$ cat src/inc/lcs_consts.svh
// offsets, field positions and fixed codes of the link control/status register pair
`ifndef LCS_CONSTS_SVH
`define LCS_CONSTS_SVH
`define LCS_OFF_LINK_CONTROL 8'ha0
`define LCS_OFF_LINK_STATUS 8'ha2
`define LCS_CTRL_RESET 16'h0000
`define LCS_CTRL_WMASK 16'h01cb
`define LCS_BIT_CPM 8
`define LCS_BIT_ES 7
`define LCS_BIT_CCC 6
`define LCS_BIT_RCB 3
`define LCS_ASPM_HI 1
`define LCS_ASPM_LO 0
`define LCS_ASPM_OFF 2'h0
`define LCS_ASPM_L0S 2'h1
`define LCS_ASPM_L1 2'h2
`define LCS_ASPM_BOTH 2'h3
`define LCS_L0S_LAT_COMMON 3'h3
`define LCS_L0S_LAT_ASYNC 3'h4
`define LCS_LANE_WIDTH_X1 6'h01
`define LCS_SPEED_2G5 4'h1
`define LCS_OWN_RCB_BYTES 8'h80
`define LCS_STRAP_SETTLE 2'h2
`define LCS_WORD_ZERO 16'h0000
`define LCS_STAT_RSVD 3'h0
`define LCS_STAT_NOFUNC 2'h0
`define LCS_STAT_FIXED 16'h0011
`define LCS_STAT_SCC_MASK 16'h1000
`endif

$ cat src/inc/lcs_pkg.sv
// types of the link control/status register block
package lcs_pkg;
  typedef struct packed {
    logic wr;
    logic rd;
    logic [7:0] addr;
    logic [15:0] wdata;
  } lcs_cfg_req_t;
  typedef struct packed {
    logic l0s_req;
    logic l1_req;
    logic l1_exit;
  } lcs_pm_req_t;
  typedef struct packed {
    logic l0s_go;
    logic l1_go;
    logic ext_sync;
  } lcs_pm_grant_t;
endpackage

$ cat src/core/lcs_link_regs.sv
// link control and link status configuration registers with power-management gating
//
// Functional notes
// RL1: clock_pm_allow clear holds clock request low
// RL2: clock_pm_allow set lets clock request drive
// RL3: extended_sync lengthens FTS and adds TS2
// RL4: common_clock_config selects reported exit latencies
// RL5: L0s latency 011b shared, 100b asynchronous
// RL6: retrain and disable bits read zero
// RL7: completion boundary stored, own stays 128
// RL8: ASPM field encodes off, L0s, L1, both
// RL9: no ASPM entry unless field enables it
// RL10: control bits 15:9 and 2 read zero
// RL11: status reserved zero, writes ignored
// RL12: slot clock bit reflects common reference
// RL13: training and retrain status read zero
// RL14: lane width reports single lane
// RL15: speed reports 2.5 Gb/s code
`timescale 1ns/1ps
`include "lcs_consts.svh"
module lcs_link_regs
  import lcs_pkg::*;
#(
  parameter int ADDR_W = 8
) (
  input wire logic clk_i,
  input wire logic sys_rst_i,
  input wire lcs_cfg_req_t cfg_req_i,
  output logic [15:0] cfg_rdata_o,
  output logic cfg_rvalid_o,
  input wire logic common_reference_clock_input_strap_i,
  input wire logic clock_idle_wish_i,
  input wire lcs_pm_req_t pm_req_i,
  output lcs_pm_grant_t pm_grant_o,
  output logic clock_request_pin_o,
  output logic [2:0] l0s_exit_latency_o,
  output logic rcb_root_128_o,
  output logic [7:0] own_rcb_bytes_o
);
  // the request carrier fixes the address at eight bits
  if (ADDR_W != 8) begin : g_addr_w_check
    $error("lcs_link_regs: ADDR_W must be 8");
  end

  // ****************************************
  // pin synchronisation
  // ****************************************
  logic strap_s;
  lcs_sync2 u_strap_sync (
    .clk_i(clk_i),
    .sys_rst_i(sys_rst_i),
    .d_i(common_reference_clock_input_strap_i),
    .q_o(strap_s)
  );

  // ****************************************
  // control register
  // ****************************************
  logic [15:0] ctrl_q;
  logic [15:0] ctrl_d;
  wire hit_ctrl = cfg_req_i.addr == `LCS_OFF_LINK_CONTROL;
  wire hit_stat = cfg_req_i.addr == `LCS_OFF_LINK_STATUS;
  // only writable fields are kept; reserved, retrain and disable bits never store
  assign ctrl_d = (cfg_req_i.wr && hit_ctrl) ? (cfg_req_i.wdata & `LCS_CTRL_WMASK) : ctrl_q; // RL6 RL10
  // writes to the status offset fall through with no effect
  always_ff @(posedge clk_i or posedge sys_rst_i) begin // RL11
    if (sys_rst_i) begin
      ctrl_q <= `LCS_CTRL_RESET;
    end else begin
      ctrl_q <= ctrl_d;
    end
  end

  // ****************************************
  // slot clock capture
  // ****************************************
  logic [1:0] settle_q;
  logic captured_q;
  logic slot_clk_q;
  // strap caught once after reset release, as a slot clock is fixed per board;
  // the synchroniser still shows its reset zero for two edges, so the capture waits for it
  wire strap_ready = settle_q == `LCS_STRAP_SETTLE;
  always_ff @(posedge clk_i or posedge sys_rst_i) begin
    if (sys_rst_i) begin
      settle_q <= 2'h0;
      captured_q <= 1'b0;
      slot_clk_q <= 1'b0;
    end else if (!strap_ready) begin
      settle_q <= settle_q + 2'h1;
    end else if (!captured_q) begin
      captured_q <= 1'b1;
      slot_clk_q <= strap_s; // RL12
    end
  end

  wire clock_pm_allow = ctrl_q[`LCS_BIT_CPM];
  wire es_en = ctrl_q[`LCS_BIT_ES];
  wire ccc = ctrl_q[`LCS_BIT_CCC];
  wire [1:0] aspm = ctrl_q[`LCS_ASPM_HI:`LCS_ASPM_LO];

  // ****************************************
  // status word and read path
  // ****************************************
  wire [15:0] stat_w = {`LCS_STAT_RSVD, slot_clk_q, `LCS_STAT_NOFUNC, `LCS_LANE_WIDTH_X1, `LCS_SPEED_2G5}; // RL11 RL12 RL13 RL14 RL15
  // unmapped offsets read as zero rather than holding the last answer
  wire [15:0] rd_mux = hit_ctrl ? ctrl_q : (hit_stat ? stat_w : `LCS_WORD_ZERO);
  always_ff @(posedge clk_i or posedge sys_rst_i) begin
    if (sys_rst_i) begin
      cfg_rdata_o <= `LCS_WORD_ZERO;
      cfg_rvalid_o <= 1'b0;
    end else begin
      cfg_rdata_o <= cfg_req_i.rd ? rd_mux : cfg_rdata_o;
      cfg_rvalid_o <= cfg_req_i.rd;
    end
  end

  // ****************************************
  // power management outputs
  // ****************************************
  function automatic logic aspm_allows(input logic [1:0] f, input logic want_l1);
    aspm_allows = want_l1 ? f[`LCS_ASPM_HI] : f[`LCS_ASPM_LO]; // RL8
  endfunction

  assign pm_grant_o.l0s_go = pm_req_i.l0s_req && aspm_allows(aspm, 1'b0); // RL9
  assign pm_grant_o.l1_go = pm_req_i.l1_req && aspm_allows(aspm, 1'b1); // RL9
  assign pm_grant_o.ext_sync = pm_req_i.l1_exit && es_en; // RL3
  // low while disabled; when allowed, released high only as the platform may stop the clock
  assign clock_request_pin_o = clock_pm_allow && clock_idle_wish_i; // RL1 RL2
  assign l0s_exit_latency_o = ccc ? `LCS_L0S_LAT_COMMON : `LCS_L0S_LAT_ASYNC; // RL4 RL5
  assign rcb_root_128_o = ctrl_q[`LCS_BIT_RCB]; // RL7
  // the stored root value is only reported; this block's own boundary never moves
  assign own_rcb_bytes_o = `LCS_OWN_RCB_BYTES; // RL7
endmodule // lcs_link_regs

$ cat src/core/lcs_sync2.sv
// two-flop synchroniser for a pin level
`timescale 1ns/1ps
module lcs_sync2 (
  input wire logic clk_i,
  input wire logic sys_rst_i,
  input wire logic d_i,
  output logic q_o
);
  logic meta_q;
  always_ff @(posedge clk_i or posedge sys_rst_i) begin
    if (sys_rst_i) begin
      meta_q <= 1'b0;
      q_o <= 1'b0;
    end else begin
      meta_q <= d_i;
      q_o <= meta_q;
    end
  end
endmodule // lcs_sync2

$ cat config.mk
export PLATFORM = sky130hd
export DESIGN_NAME = lcs_link_regs
export DESIGN_NICKNAME = d
export VERILOG_FILES = /design/src/inc/lcs_pkg.sv /design/src/core/lcs_link_regs.sv /design/src/core/lcs_sync2.sv
export VERILOG_INCLUDE_DIRS = /design/src /design/src/inc
export SDC_FILE = /design/constraint.sdc
export NUM_CORES = 1
export LEC_CHECK = 0
export BUFFER_PORTS_ARGS = -buffer_cell sky130_fd_sc_hd__buf_2
export CELL_PAD_IN_SITES_DETAIL_PLACEMENT = 2
export CELL_PAD_IN_SITES_GLOBAL_PLACEMENT = 2
export CORE_AREA = 3 3 71 73
export DETAILED_ROUTE_END_ITERATION = 16
export DIE_AREA = 0 0 74 76
export GPL_ROUTABILITY_DRIVEN = 0
export HOLD_SLACK_MARGIN = 0.12
export MAX_ROUTING_LAYER = met4
export PLACE_DENSITY_LB_ADDON = 0.1
export SYNTH_ARGS = -nofsm -noshare
export SYNTH_HDL_FRONTEND = slang
export SYNTH_SLANG_ARGS = --single-unit
$ cat constraint.sdc
create_clock -name clk_i -period 1.7 [get_ports clk_i]
set_input_delay 0.17 -clock clk_i [delete_from_list [all_inputs] [get_ports clk_i]]
set_output_delay 0.17 -clock clk_i [all_outputs]
set_load 0.1 [all_outputs]
==> summary by stage, run 1 <==
Timing
Across the routed clock network, the largest skew measured is ~2.1 ps. For the finished layout, the period the worst path requires is 1349 ps. Dividing the final minimum period by the clock period gives 0.7935. The total count of hold-check failures in the final report came to 0. Setup repair after global routing left no endpoint under its margin. The final setup violation count is 0. The number of max-slew violations in the final report came to 0. The post-layout worst setup margin is about 350 ps. The timing-limited maximum frequency is 741.3 MHz. The aggregate negative setup slack is 0 ps.

Final layout
The count of cells in the finished layout, fillers not included, comes to ~180. The signed area change from the synthesized netlist to the final layout is 24.16%. The most common cell after layout, fill and taps aside is sky130_fd_sc_hd__buf_2.

Leaving out fill and tap cells, the most frequent cells in the layout are sky130_fd_sc_hd__buf_2 (39), sky130_fd_sc_hd__dfrtp_1 (21), sky130_fd_sc_hd__conb_1 (16). The number of antenna diodes in the final layout is 0. The number of fill cells in the layout is 501. The final net count is 167. Of the cells placed in the final design, the portion with a size suffix greater than 1 is 0.4091.

Critical path
The origin of the worst setup path is ctrl_q[1]. The worst setup path category is reg2out. The endpoint required time on the critical path is 1530 ps.

The largest fanout of any net on the critical path is 3. The worst register-to-register path has a depth of 4. The reg-to-reg endpoint is slot_clk_q.

The type of element capturing the critical path is an output port. The register-to-register path setup slack is 380 ps. The startpoint of the lowest-slack register-to-register path is settle_q[0]. The worst setup path is launched from a flip-flop. For the worst setup path, the data arrival time is 1180 ps.

Routing
The first detailed-routing pass took 2 iterations. The remaining antenna violation count after routing is 0. The number of vias after detailed routing is 710. After detailed routing, the average wire length per cell comes to about 12 µm. The number of remaining DRC errors is 0. The number of DRC markers in iteration 0 is 12. The average vias per placed instance is 3.859.

The detailed-route wire length is 2204 µm.

Floorplanning
The height of the chip is between 70 and 80 µm. The initialized floorplan defines 24 standard-cell rows. 66 I/O pins were placed. The die footprint is 5624 µm². The width of the die is 74 µm. The core region is 4414 µm². The starting density of the core is 0.2276.

Worst hold path
The min-delay analysis places its worst path in the category in2reg. The startpoint of the worst hold path is cfg_req_i[8]. The number of instances on the worst hold path is 2.

The end of the worst hold path is ctrl_q[8].

Pwr
The worst-case IR drop observed on VDD is 0.3064 mV. For this design the ratio of total power to cell area is ~900 nW/µm². The final total power is 1130 µW. For this design the static power due to leakage is about 0.00064 µW.

Global routing
The first global-routing pass estimated 3650 µm of wire. The initial antenna violation count is 0. The number of global-route vias before repair is ~800. The sum of overflow across all layers after global routing is 0.

Across every metal layer, demand over resource in global routing totals 0.08372. Entering global routing, the biggest net connects 22 pins.

CTS
The total setup buffers inserted after CTS is 0. The longest clock path from root to sink contains 2 buffers. TritonCTS built the clock tree. Counting the buffers created by CTS gives 3. The clock transition at the registers of the reported paths is ~70 ps. The number of gates resized after cts is 0. The worst-skew pair later-pin latency is between 200 and 300 ps. The CTS H-tree depth is 1. CTS saw 21 sinks. The cell sitting at the root of the clock tree is a sky130_fd_sc_hd__clkbuf_8.

Placement
In this run the tool buffered the top-level ports with 39 buffer cells. The final HPWL from detailed placement is 1819 µm. The count of placed standard cells including taps is 178. At the placement stage, the worst setup path has a slack of 377.5 ps.

Job
Across the run, the number of max-cap violations was 0.

Synthesis
Ranked by total cell area, the synthesized netlist is headed by sky130_fd_sc_hd__dfrtp_1 (52%), sky130_fd_sc_hd__buf_4 (13%), sky130_fd_sc_hd__mux2_2 (7.8%), sky130_fd_sc_hd__inv_1 (4.1%), sky130_fd_sc_hd__o22ai_1 (3.7%). The number of register bits inferred by synthesis is 21. Synthesis instantiated 21 different standard cells from the library. Counting every instance in the synthesized netlist gives a little over 90.

The largest area contributor in the netlist is sky130_fd_sc_hd__dfrtp_1. Of the synthesized area, sequential elements account for 0.5230. The warning count from the yosys run is 0. After synthesis the cells add up to roughly 1000 µm². The average instance in the mapped netlist occupies 10.92 µm². The fraction of synthesized cell area taken by the top area cell type is 0.5230.

Outcome
The run finished with clean final reports.
-- kinds of logic after synthesis --
family	Yosys count	synth area share
fa+ha+maj	1	0.01245
simple gates	19	0.1208
mux	8	0.08842
flops	21	0.5230
xor+xnor	1	0.008719
other cells	2	0.007475
compound gates	9	0.05605
buf+inv	31	0.1831
-- sequential cells by signal, summed over array words and instances, names as in the netlist --
register	cells
cfg_rdata_o	8
ctrl_q	6
settle_q	2
captured_q	1
cfg_rvalid_o	1
slot_clk_q	1
u_strap_sync.meta_q	1
u_strap_sync.q_o	1
-- layout make-up --
class / instances / area (µm²) / area share
tap: 52 / 65.06 / 0.05216
inverter: 11 / 41.29 / 0.03310
clock buffer: 4 / 45.04 / 0.03611
timing repair buffer: 42 / 222.7 / 0.1785
sequential: 21 / 525.5 / 0.4213
multi-input combinational: 54 / 347.8 / 0.2788
-- cells in the mapped netlist, drive strengths merged --
cell type and instances:
inv 11, clkbuf 2, nor3 1, nand3 2, nor4 1, mux2i 1
and2 4, dfrtp 21, o22ai 6, nand2 8, and4bb 1, buf 18
or2 1, xnor2 1, mux2 7, ha 1, nor2b 1, o2111ai 1
conb 2, o21ai 2
-- repair_timing --
| item | CTS | global route |
|---|---|---|
| hold endpoints to repair | 22 | 0 |
| endpoints found under the setup margin | 0 | 0 |
| hold buffers | 2 | 0 |
-- critical path: stages (launching register included) --
cell and delay, ps:
sky130_fd_sc_hd__dfrtp_1 370, sky130_fd_sc_hd__and2_1 130, sky130_fd_sc_hd__buf_2 420
-- per-stage QoR --
stage / hold slack [ps] / util / cell area (µm²)
after floorplan: 146.5 / - / 1057
final: 140.5 / 0.2826 / 1247
after global placement: 217.6 / 0.2679 / 1182
after CTS: 134.3 / 0.2826 / 1247
after detailed placement: 217.2 / 0.2679 / 1182
after global routing: 139.2 / 0.2826 / 1247
-- metal layers --
| metal | track usage | up-vias | wire, µm |
|---|---|---|---|
| li1 | - | 340 | - |
| met1 | 0.09860 | 329 | 866 |
| met2 | 0.1392 | 39 | 1052 |
| met3 | 0.01847 | 2 | 260 |
| met4 | 0.02717 | 0 | 25 |
| met5 | - | - | 0 |
-- report_power, final --
part           switching, µW  internal [µW]
combinational            253           39.7
clock                    152            167
sequential              7.30            511
total                    412            717
-- worst max-delay path by stage --
| stage | end | slack [ps] | depth (start not counted) |
|---|---|---|---|
| 3_3_place_gp | ctrl_q[1] | 410 | 4 |
| 2_1_floorplan | ctrl_q[3] | 430 | 1 |
| 4_1_cts | pm_grant_o[1] | 330 | 2 |
| 6_report | pm_grant_o[1] | 350 | 2 |
| 5_1_grt | pm_grant_o[1] | 290 | 2 |
| 3_5_place_dp | slot_clk_q | 380 | 4 |
(Power assumes the default switching activity.)
==> run 2: changes to the inputs <==
Settings changed: ABC_AREA set to 1, CORE_AREA 3 3 71 73 to 3 3 75 77, DIE_AREA 0 0 74 76 to 0 0 78 80.
Clock period 1.7 ns to 1.3 ns, I/O delays scaled along.
==> summary by stage, run 2 <==
Outcome
The flow ran to the end, and the final reports show no timing, DRC or antenna violations.

Critical path
Among cell families on the critical path, the largest total delay comes from buffers and inverters. The kind of start point of the critical path is a flip-flop. The type of element capturing the critical path is an output port.

The largest fanout of any net on the critical path came to 5 (+2). The delay of the slowest critical-path stage is 450 ps (+30 ps). The worst endpoint data arrival time was 1120 ps (-60 ps). The number of buffer and inverter instances along the worst setup path is 1 (unchanged).

The endpoint required time on the critical path is 1170 ps (-360 ps). The slowest library cell on the worst path is sky130_fd_sc_hd__buf_2. The worst setup path category is reg2out. Walking the worst path, the cells encountered are buf_2.

CTS
The total clock sinks is 21 (unchanged). Clock tree synthesis selected as its root buffer the cell sky130_fd_sc_hd__clkbuf_8. The maximum buffer depth of the clock tree came to 2 (unchanged). The total setup buffers inserted after CTS is 0 (unchanged).

The number of gates resized after cts came to 0 (unchanged). The CTS H-tree depth came to 1 (unchanged). TritonCTS built the clock tree. The number of buffers created by CTS is 3 (unchanged). The worst-skew pair later-pin latency was 250 ps (about the same). The clock transition at the registers of the reported paths is 70 ps (about the same).

Synthesis
The netlist area before placement is 1090 µm² (+8.5%). The number of synthesized flops with an enable pin is 0 (unchanged). The distinct cell type count after synthesis came to 21 (unchanged). The biggest area contributor in the post-synthesis netlist is sky130_fd_sc_hd__dfrtp_1. The fraction of synthesized cell area taken by the top area cell type was 0.4822 (-0.04083). Sorting the synthesized cells by area gives the leading types as sky130_fd_sc_hd__dfrtp_1 (48%), sky130_fd_sc_hd__nand2_1 (13%), sky130_fd_sc_hd__buf_4 (12%), sky130_fd_sc_hd__inv_1 (5.2%), sky130_fd_sc_hd__nand3_1 (4.1%). The number of register bits inferred by synthesis is 21 (unchanged). Among all cell types in the netlist, the one instantiated most often is sky130_fd_sc_hd__nand2_1. The fraction of synthesis flops using an asynchronous set or reset pin is 1.000 (unchanged). The sequential-to-total area share from yosys stat came to 0.4822 (-0.04083).

The warning count from the yosys run is 0 (unchanged). The commonest cells after synthesis are sky130_fd_sc_hd__nand2_1 (37), sky130_fd_sc_hd__dfrtp_1 (21), sky130_fd_sc_hd__buf_4 (18), sky130_fd_sc_hd__inv_1 (15), sky130_fd_sc_hd__nand3_1 (9). The instance count of the mapped netlist was 126 (+37%). The mean area per synthesized cell is 8.649 µm² (-21%). In the synthesized netlist the dominant register cell turns out to be sky130_fd_sc_hd__dfrtp_1.

Routing
The average vias per placed instance was 3.617 (-6.3%). The number of remaining DRC errors was 0 (unchanged). The count of TritonRoute iterations in the first routing pass is 2 (unchanged). The routed wire length per instance is 11.21 µm (-6.4%).

The number of DRC markers in iteration 0 came to 55 (+43). The detailed-route wire length is 2724 µm (+24%). The number of vias after detailed routing is 879 (+24%). The remaining antenna violation count after routing was 0 (unchanged).

Floorplanning
The core area came to 5075 µm² (+15%). The width of the die was 78 µm (+5.4%). The floorplan row count is 26 (+8.3%).

The die footprint is 6240 µm² (+11%). The height of the chip is 80 µm (+5.3%). The boundary pin count is 66 (unchanged). The starting density of the core is 0.2147 (-0.01286).

Pwr
The power density over the cells is 1021 nW/µm² (+13%). The sequential power share is 0.446 (-0.013). The clock share of power is 0.271 (-0.011). The leakage power figure is 0.0008384 µW (+31%). The switching power came to 561.3 µW (+36%). The maximum ir drop on the vdd rail is 0.3996 mV (+30%).

The cell internal power dissipation is 962.7 µW (+34%). The portion of total power attributed to combinational logic was 0.283 (+0.024). The proportion of total power due to net switching is 0.3683 (+0.003343).

Timing
Setup repair after global routing could not meet its margin everywhere. The number of max-slew violations in the final report is 0 (unchanged). The total count of hold-check failures in the final report was 0 (unchanged). The final hold slack was 152.2 ps (+11.71 ps). The timing-limited maximum frequency is 802.0 MHz. Of the available clock period, the critical path in the final layout requires 0.9591. The worst path needs between 1000 and 1500 ps of the cycle, external delays included. The worst clock skew on the final layout is 0.9789 ps (-1.078 ps). The final setup violation count came to 0 (unchanged).

Final layout
In the final layout, the registers with the most flip-flops are cfg_rdata_o x8, ctrl_q x6, settle_q x2. The signed area change from the synthesized netlist to the final layout is 36.97%. The final net count is 208 (+25%). Counting flops per register, the top entry is cfg_rdata_o. In the layout the commonest cells are sky130_fd_sc_hd__nand2_1 (37), sky130_fd_sc_hd__buf_2 (34), sky130_fd_sc_hd__dfrtp_1 (21). The library cell used most frequently in the layout, excluding fill and tap cells, is sky130_fd_sc_hd__nand2_1. The post-layout instance count excluding filler cells is 243 (+32%). The number of flip-flops under the largest register name is 8 (unchanged).

The fraction of layout instances using a drive strength above 1 is 0.3295 (-0.07961). The diode insertion count for antenna repair is 0 (unchanged).

Global routing
The total global-route track usage is 0.09477 (+0.01105). The pin count of the biggest net entering global routing is 22 (unchanged). The initial antenna violation count is 0 (unchanged). The number of global-route vias before repair was 984 (+25%). The global-route wire length before repair is 4595 µm (+26%).

The sum of overflow across all layers after global routing came to 0 (unchanged).

Job
The number of max-cap violations is 0 (unchanged).

Placement
The quantity of I/O buffers inserted on ports is 39 (unchanged). The final HPWL from detailed placement is 2215 µm (+22%). The count of placed standard cells including taps is 231 (+30%).

Worst hold path
The tightest min-delay check is of the in2reg type.
-- run 2: cell types whose count changed after synthesis, sizes merged, moves of 2 or more --
cell,previous run,this run
o21ai,2,6
inv,11,16
o22ai,6,0
clkbuf,2,0
mux2,7,0
nor2,0,7
nand2,8,40
and2,4,0
nand3,2,10
-- run 2: final timing paths --
kind / startpoint / endpoint / slack, ps / depth (start not counted)
min in group asynchronous: sys_rst_i / captured_q / 450 / 4
max reg2reg: settle_q[0] / captured_q / 180 / 3
max in group asynchronous: sys_rst_i / cfg_rdata_o[7] / 630 / 4
min reg2reg: u_strap_sync.meta_q / u_strap_sync.q_o / 360 / 0
max: ctrl_q[6] / l0s_exit_latency_o[1] / 50 / 1
min: cfg_req_i[7] / ctrl_q[7] / 150 / 3
-- run 2: per-stage QoR --
stage	utilization	power, µW	instance area [µm²]	TNS (ps)	setup WS, ps
3_3_place_gp	0.2695	1102	1368	0	236.6
3_5_place_dp	0.2695	1108	1368	0	187.8
5_1_grt	0.2941	1600	1493	-10.41	-6.678
6_report	0.2941	1524	1493	0	53.14
2_1_floorplan	-	1062	1142	0	16.60
4_1_cts	0.2941	1554	1493	0	30.75
-- run 2: kinds of logic after synthesis --
| logic type | share of synthesized area |
|---|---|
| buffers and inverters | 0.1837 |
| other | 0.006891 |
| AO/OA/AOI/OAI | 0.05510 |
| AND/OR/NAND/NOR | 0.2526 |
| flip-flops | 0.4822 |
| adder cells (fa/ha/maj) | 0.01148 |
| XOR/XNOR | 0.008038 |
-- run 2: cell type report --
class | count | area [µm²]
timing repair buffer | 48 | 357.8
fill | 621 | 3582
sequential | 21 | 525.5
tap | 70 | 87.58
clock buffer | 4 | 45.04
multi-input combinational | 84 | 416.7
inverter | 16 | 60.06
-- run 2: power by group through the flow --
stage / logic, µW / registers (µW) / clock network, µW
after floorplan: 348 / 714 / 0
after global placement: 410 / 692 / 0
after detailed placement: 415 / 693 / 0
after CTS: 434 / 680 / 440
after global routing: 452 / 683 / 465
final: 431 / 679 / 414
-- run 2: what timing repair did --
item | in CTS | in global routing
endpoints found under the hold margin | 28 | 0
setup endpoints to repair | 0 | 2
hold buffers | 8 | 0
-- run 2: metal layers --
layer	global-route usage	share of wire	vias to the layer above
li1	-	-	441
met1	0.1037	0.43	400
met2	0.1704	0.49	36
met3	0.01129	0.065	2
met4	0.04720	0.015	0
met5	-	0	-
==> run 3: changes to the inputs <==
Settings changed: REMOVE_ABC_BUFFERS set to 1.
==> summary by stage, run 3 (synthesized netlist as in run 2, its figures left out) <==
Outcome
The run finished with clean final reports.

CTS
The total setup buffers inserted after CTS came to 0 (unchanged). The number of buffers created by CTS is 3 (unchanged). The worst-skew pair later-pin latency is 250 ps (about the same). The CTS H-tree depth was 1 (unchanged). The number of gates resized after cts is 0 (unchanged). Clock tree synthesis selected as its root buffer the cell sky130_fd_sc_hd__clkbuf_8. The maximum buffer depth of the clock tree was 2 (unchanged). The clock tree from TritonCTS is built. The clock transition at the registers of the reported paths is 70 ps (about the same). The post-cts hold buffer count is 9 (+1). The total clock sinks came to 21 (unchanged).

Worst hold path
The number of instances on the worst hold path is 3 (unchanged). The kind of path behind the tightest hold check is in2reg. The worst hold path terminates at ctrl_q[3].

The startpoint identified for the worst hold timing path is cfg_req_i[25].

Timing
The final cycle utilization of the critical path was 0.9296 (-0.02948). The total count of hold-check failures in the final report is 0 (unchanged). The post-layout worst setup margin came to 91.46 ps (+38.33 ps). The worst clock skew on the final layout is 0.6098 ps (-0.3691 ps). The minimum clock period is 1209 ps (-38.33 ps).

The number of max-slew violations in the final report was 0 (unchanged). The final setup violation count is 0 (unchanged). The timing-limited maximum frequency is 827.4 MHz (+3.2%). Setup repair after global routing left no endpoint under its margin.

Floorplanning
The height of the chip was 80 µm (unchanged). The width of the die is 78 µm (unchanged). The boundary pin count is 66 (unchanged).

The core area is 5075 µm² (unchanged). The die footprint is 6240 µm² (unchanged). The floorplan row count is 26 (unchanged).

The starting density of the core came to 0.2147 (unchanged).

Final layout
The final net count is 209 (+0.48%). The top cell types in the final layout, fill and taps aside, are sky130_fd_sc_hd__nand2_1 (37), sky130_fd_sc_hd__buf_2 (32), sky130_fd_sc_hd__dfrtp_1 (21). The number of fill cells in the layout is 616 (-0.81%). The most common cell after layout, fill and taps aside is sky130_fd_sc_hd__nand2_1. The largest registers in the layout are cfg_rdata_o x8, ctrl_q x6, settle_q x2. More flip-flops sit in one register than any other, and that register is cfg_rdata_o. The post-layout instance count excluding filler cells is 244 (+0.41%). The diode insertion count for antenna repair is 0 (unchanged).

The number of flip-flops under the largest register name was 8 (unchanged). The multi-input combinational cell area is 416.7 µm² (unchanged). The combined flip-flop and latch cell area is 525.5 µm² (unchanged). The fraction of layout instances using a drive strength above 1 is 0.3333 (+0.003854). The signed area change from the synthesized netlist to the final layout is 40.76%.

Critical path
STA classifies the critical path endpoint as an output port. The kind of start point of the critical path is a flip-flop. The origin of the worst setup path is ctrl_q[3]. The slowest library cell on the worst path is sky130_fd_sc_hd__buf_2. Traced cell by cell, the critical path runs through buf_2.

The worst setup path category is reg2out. The delay of the slowest critical-path stage is 440 ps (about the same). The endpoint identified for the worst register-to-register timing path is captured_q.

The instance count on the critical path came to 1 (unchanged). The endpoint required time on the critical path is 1170 ps (about the same). The number of buffer and inverter instances along the worst setup path was 1 (unchanged). The depth of the worst register-to-register path is 3 (unchanged). The register-to-register path setup slack is 190 ps (about the same). The startpoint of the lowest-slack register-to-register path is settle_q[0]. The cell type group with the largest total delay on the critical path is buffers and inverters. The worst endpoint data arrival time came to 1080 ps (-40 ps). The largest fanout of any net on the critical path is 3 (-2).

Placement
The count of placed standard cells including taps is 231 (unchanged). The final HPWL from detailed placement came to 2267 µm (+2.3%). The quantity of I/O buffers inserted on ports came to 39 (unchanged). The pre-CTS setup slack is 192.3 ps (+4.404 ps).

Routing
The routed wire length per instance is 11.08 µm (-1.2%). The average vias per placed instance was 3.697 (+2.2%). The number of remaining DRC errors is 0 (unchanged). The detailed-route wire length was 2703 µm (-0.77%). The count of TritonRoute iterations in the first routing pass is 2 (unchanged). The number of DRC markers in iteration 0 is 20 (-64%). The number of vias after detailed routing is 902 (+2.6%).

The remaining antenna violation count after routing came to 0 (unchanged).

Global routing
The global-route met3 utilization was 0.03273 (+0.02144). The initial antenna violation count was 0 (unchanged). The global routing stage identified its most utilized layer as met2. The met1 global-route usage came to 0.1064 (+0.002764). The sum of overflow across all layers after global routing was 0 (unchanged). The pin count of the biggest net entering global routing came to 22 (unchanged).

The global-route wire length before repair is 4692 µm (+2.1%). The total global-route track usage is 0.09698 (+0.002210). The number of global-route vias before repair is 1018 (+3.5%). The global routing usage on met2 is 0.1764 (+0.005993).

Pwr
The maximum ir drop on the vdd rail was 0.3543 mV (-11%). The proportion of total power due to net switching is 0.3716 (+0.003323). The portion of total power attributed to combinational logic is 0.286 (+0.003).

The final total power is 1542 µW (+1.2%). The cell internal power dissipation is 969.0 µW (+0.65%). The leakage power figure is 0.0008509 µW (+1.5%). The clock share of power is 0.272 (about the same).

The switching power was 573.1 µW (+2.1%). The sequential power share came to 0.442 (-0.004). The power density over the cells is 1005 nW/µm² (-1.5%).

Job
The number of max-cap violations is 0 (unchanged).
[run 3: changes by cell type in the layout (fill, tap and decap cells not counted), sizes merged]
cell and delta:
dlygate4sd3 +1, clkinv +1, clkbuf -1
[run 3: stage by stage]
step	cell area, µm²	hold WS [ps]	utilization	TNS (ps)
2_1_floorplan	1002	106.5	-	-3131
3_3_place_gp	1398	174.9	0.2754	0
3_5_place_dp	1398	184.6	0.2754	0
4_1_cts	1534	194.3	0.3023	0
5_1_grt	1534	213.2	0.3023	0
6_report	1534	195.8	0.3023	0
[run 3: power groups by stage]
stage | clock network, µW | logic, µW | registers, µW
floorplan | 0 | 280 | 736
finish | 420 | 442 | 681
global route | 471 | 465 | 684
global placement | 0 | 418 | 695
detailed placement | 0 | 424 | 694
CTS | 448 | 444 | 682
[run 3: worst max-delay path by stage]
| stage | endpoint | slack [ps] |
|---|---|---|
| floorplan | l0s_exit_latency_o[2] | -1280 |
| global placement | captured_q | 230 |
| detailed placement | captured_q | 190 |
| CTS | rcb_root_128_o | 70 |
| global route | l0s_exit_latency_o[2] | 20 |
| finish | rcb_root_128_o | 90 |
[run 3: layout make-up]
cell class,count,area share
repair buffers,49,0.2594
multi-input cells,84,0.2716
clock buffers,3,0.02692
clock inverters,1,0.003263
flip-flops and latches,21,0.3426
inverters,16,0.03915
well taps,70,0.05710
[run 3: layer usage]
layer	routed length [µm]	up-vias
met4	6	0
met2	1466	28
met5	0	-
met3	135	2
met1	1095	429
li1	-	443
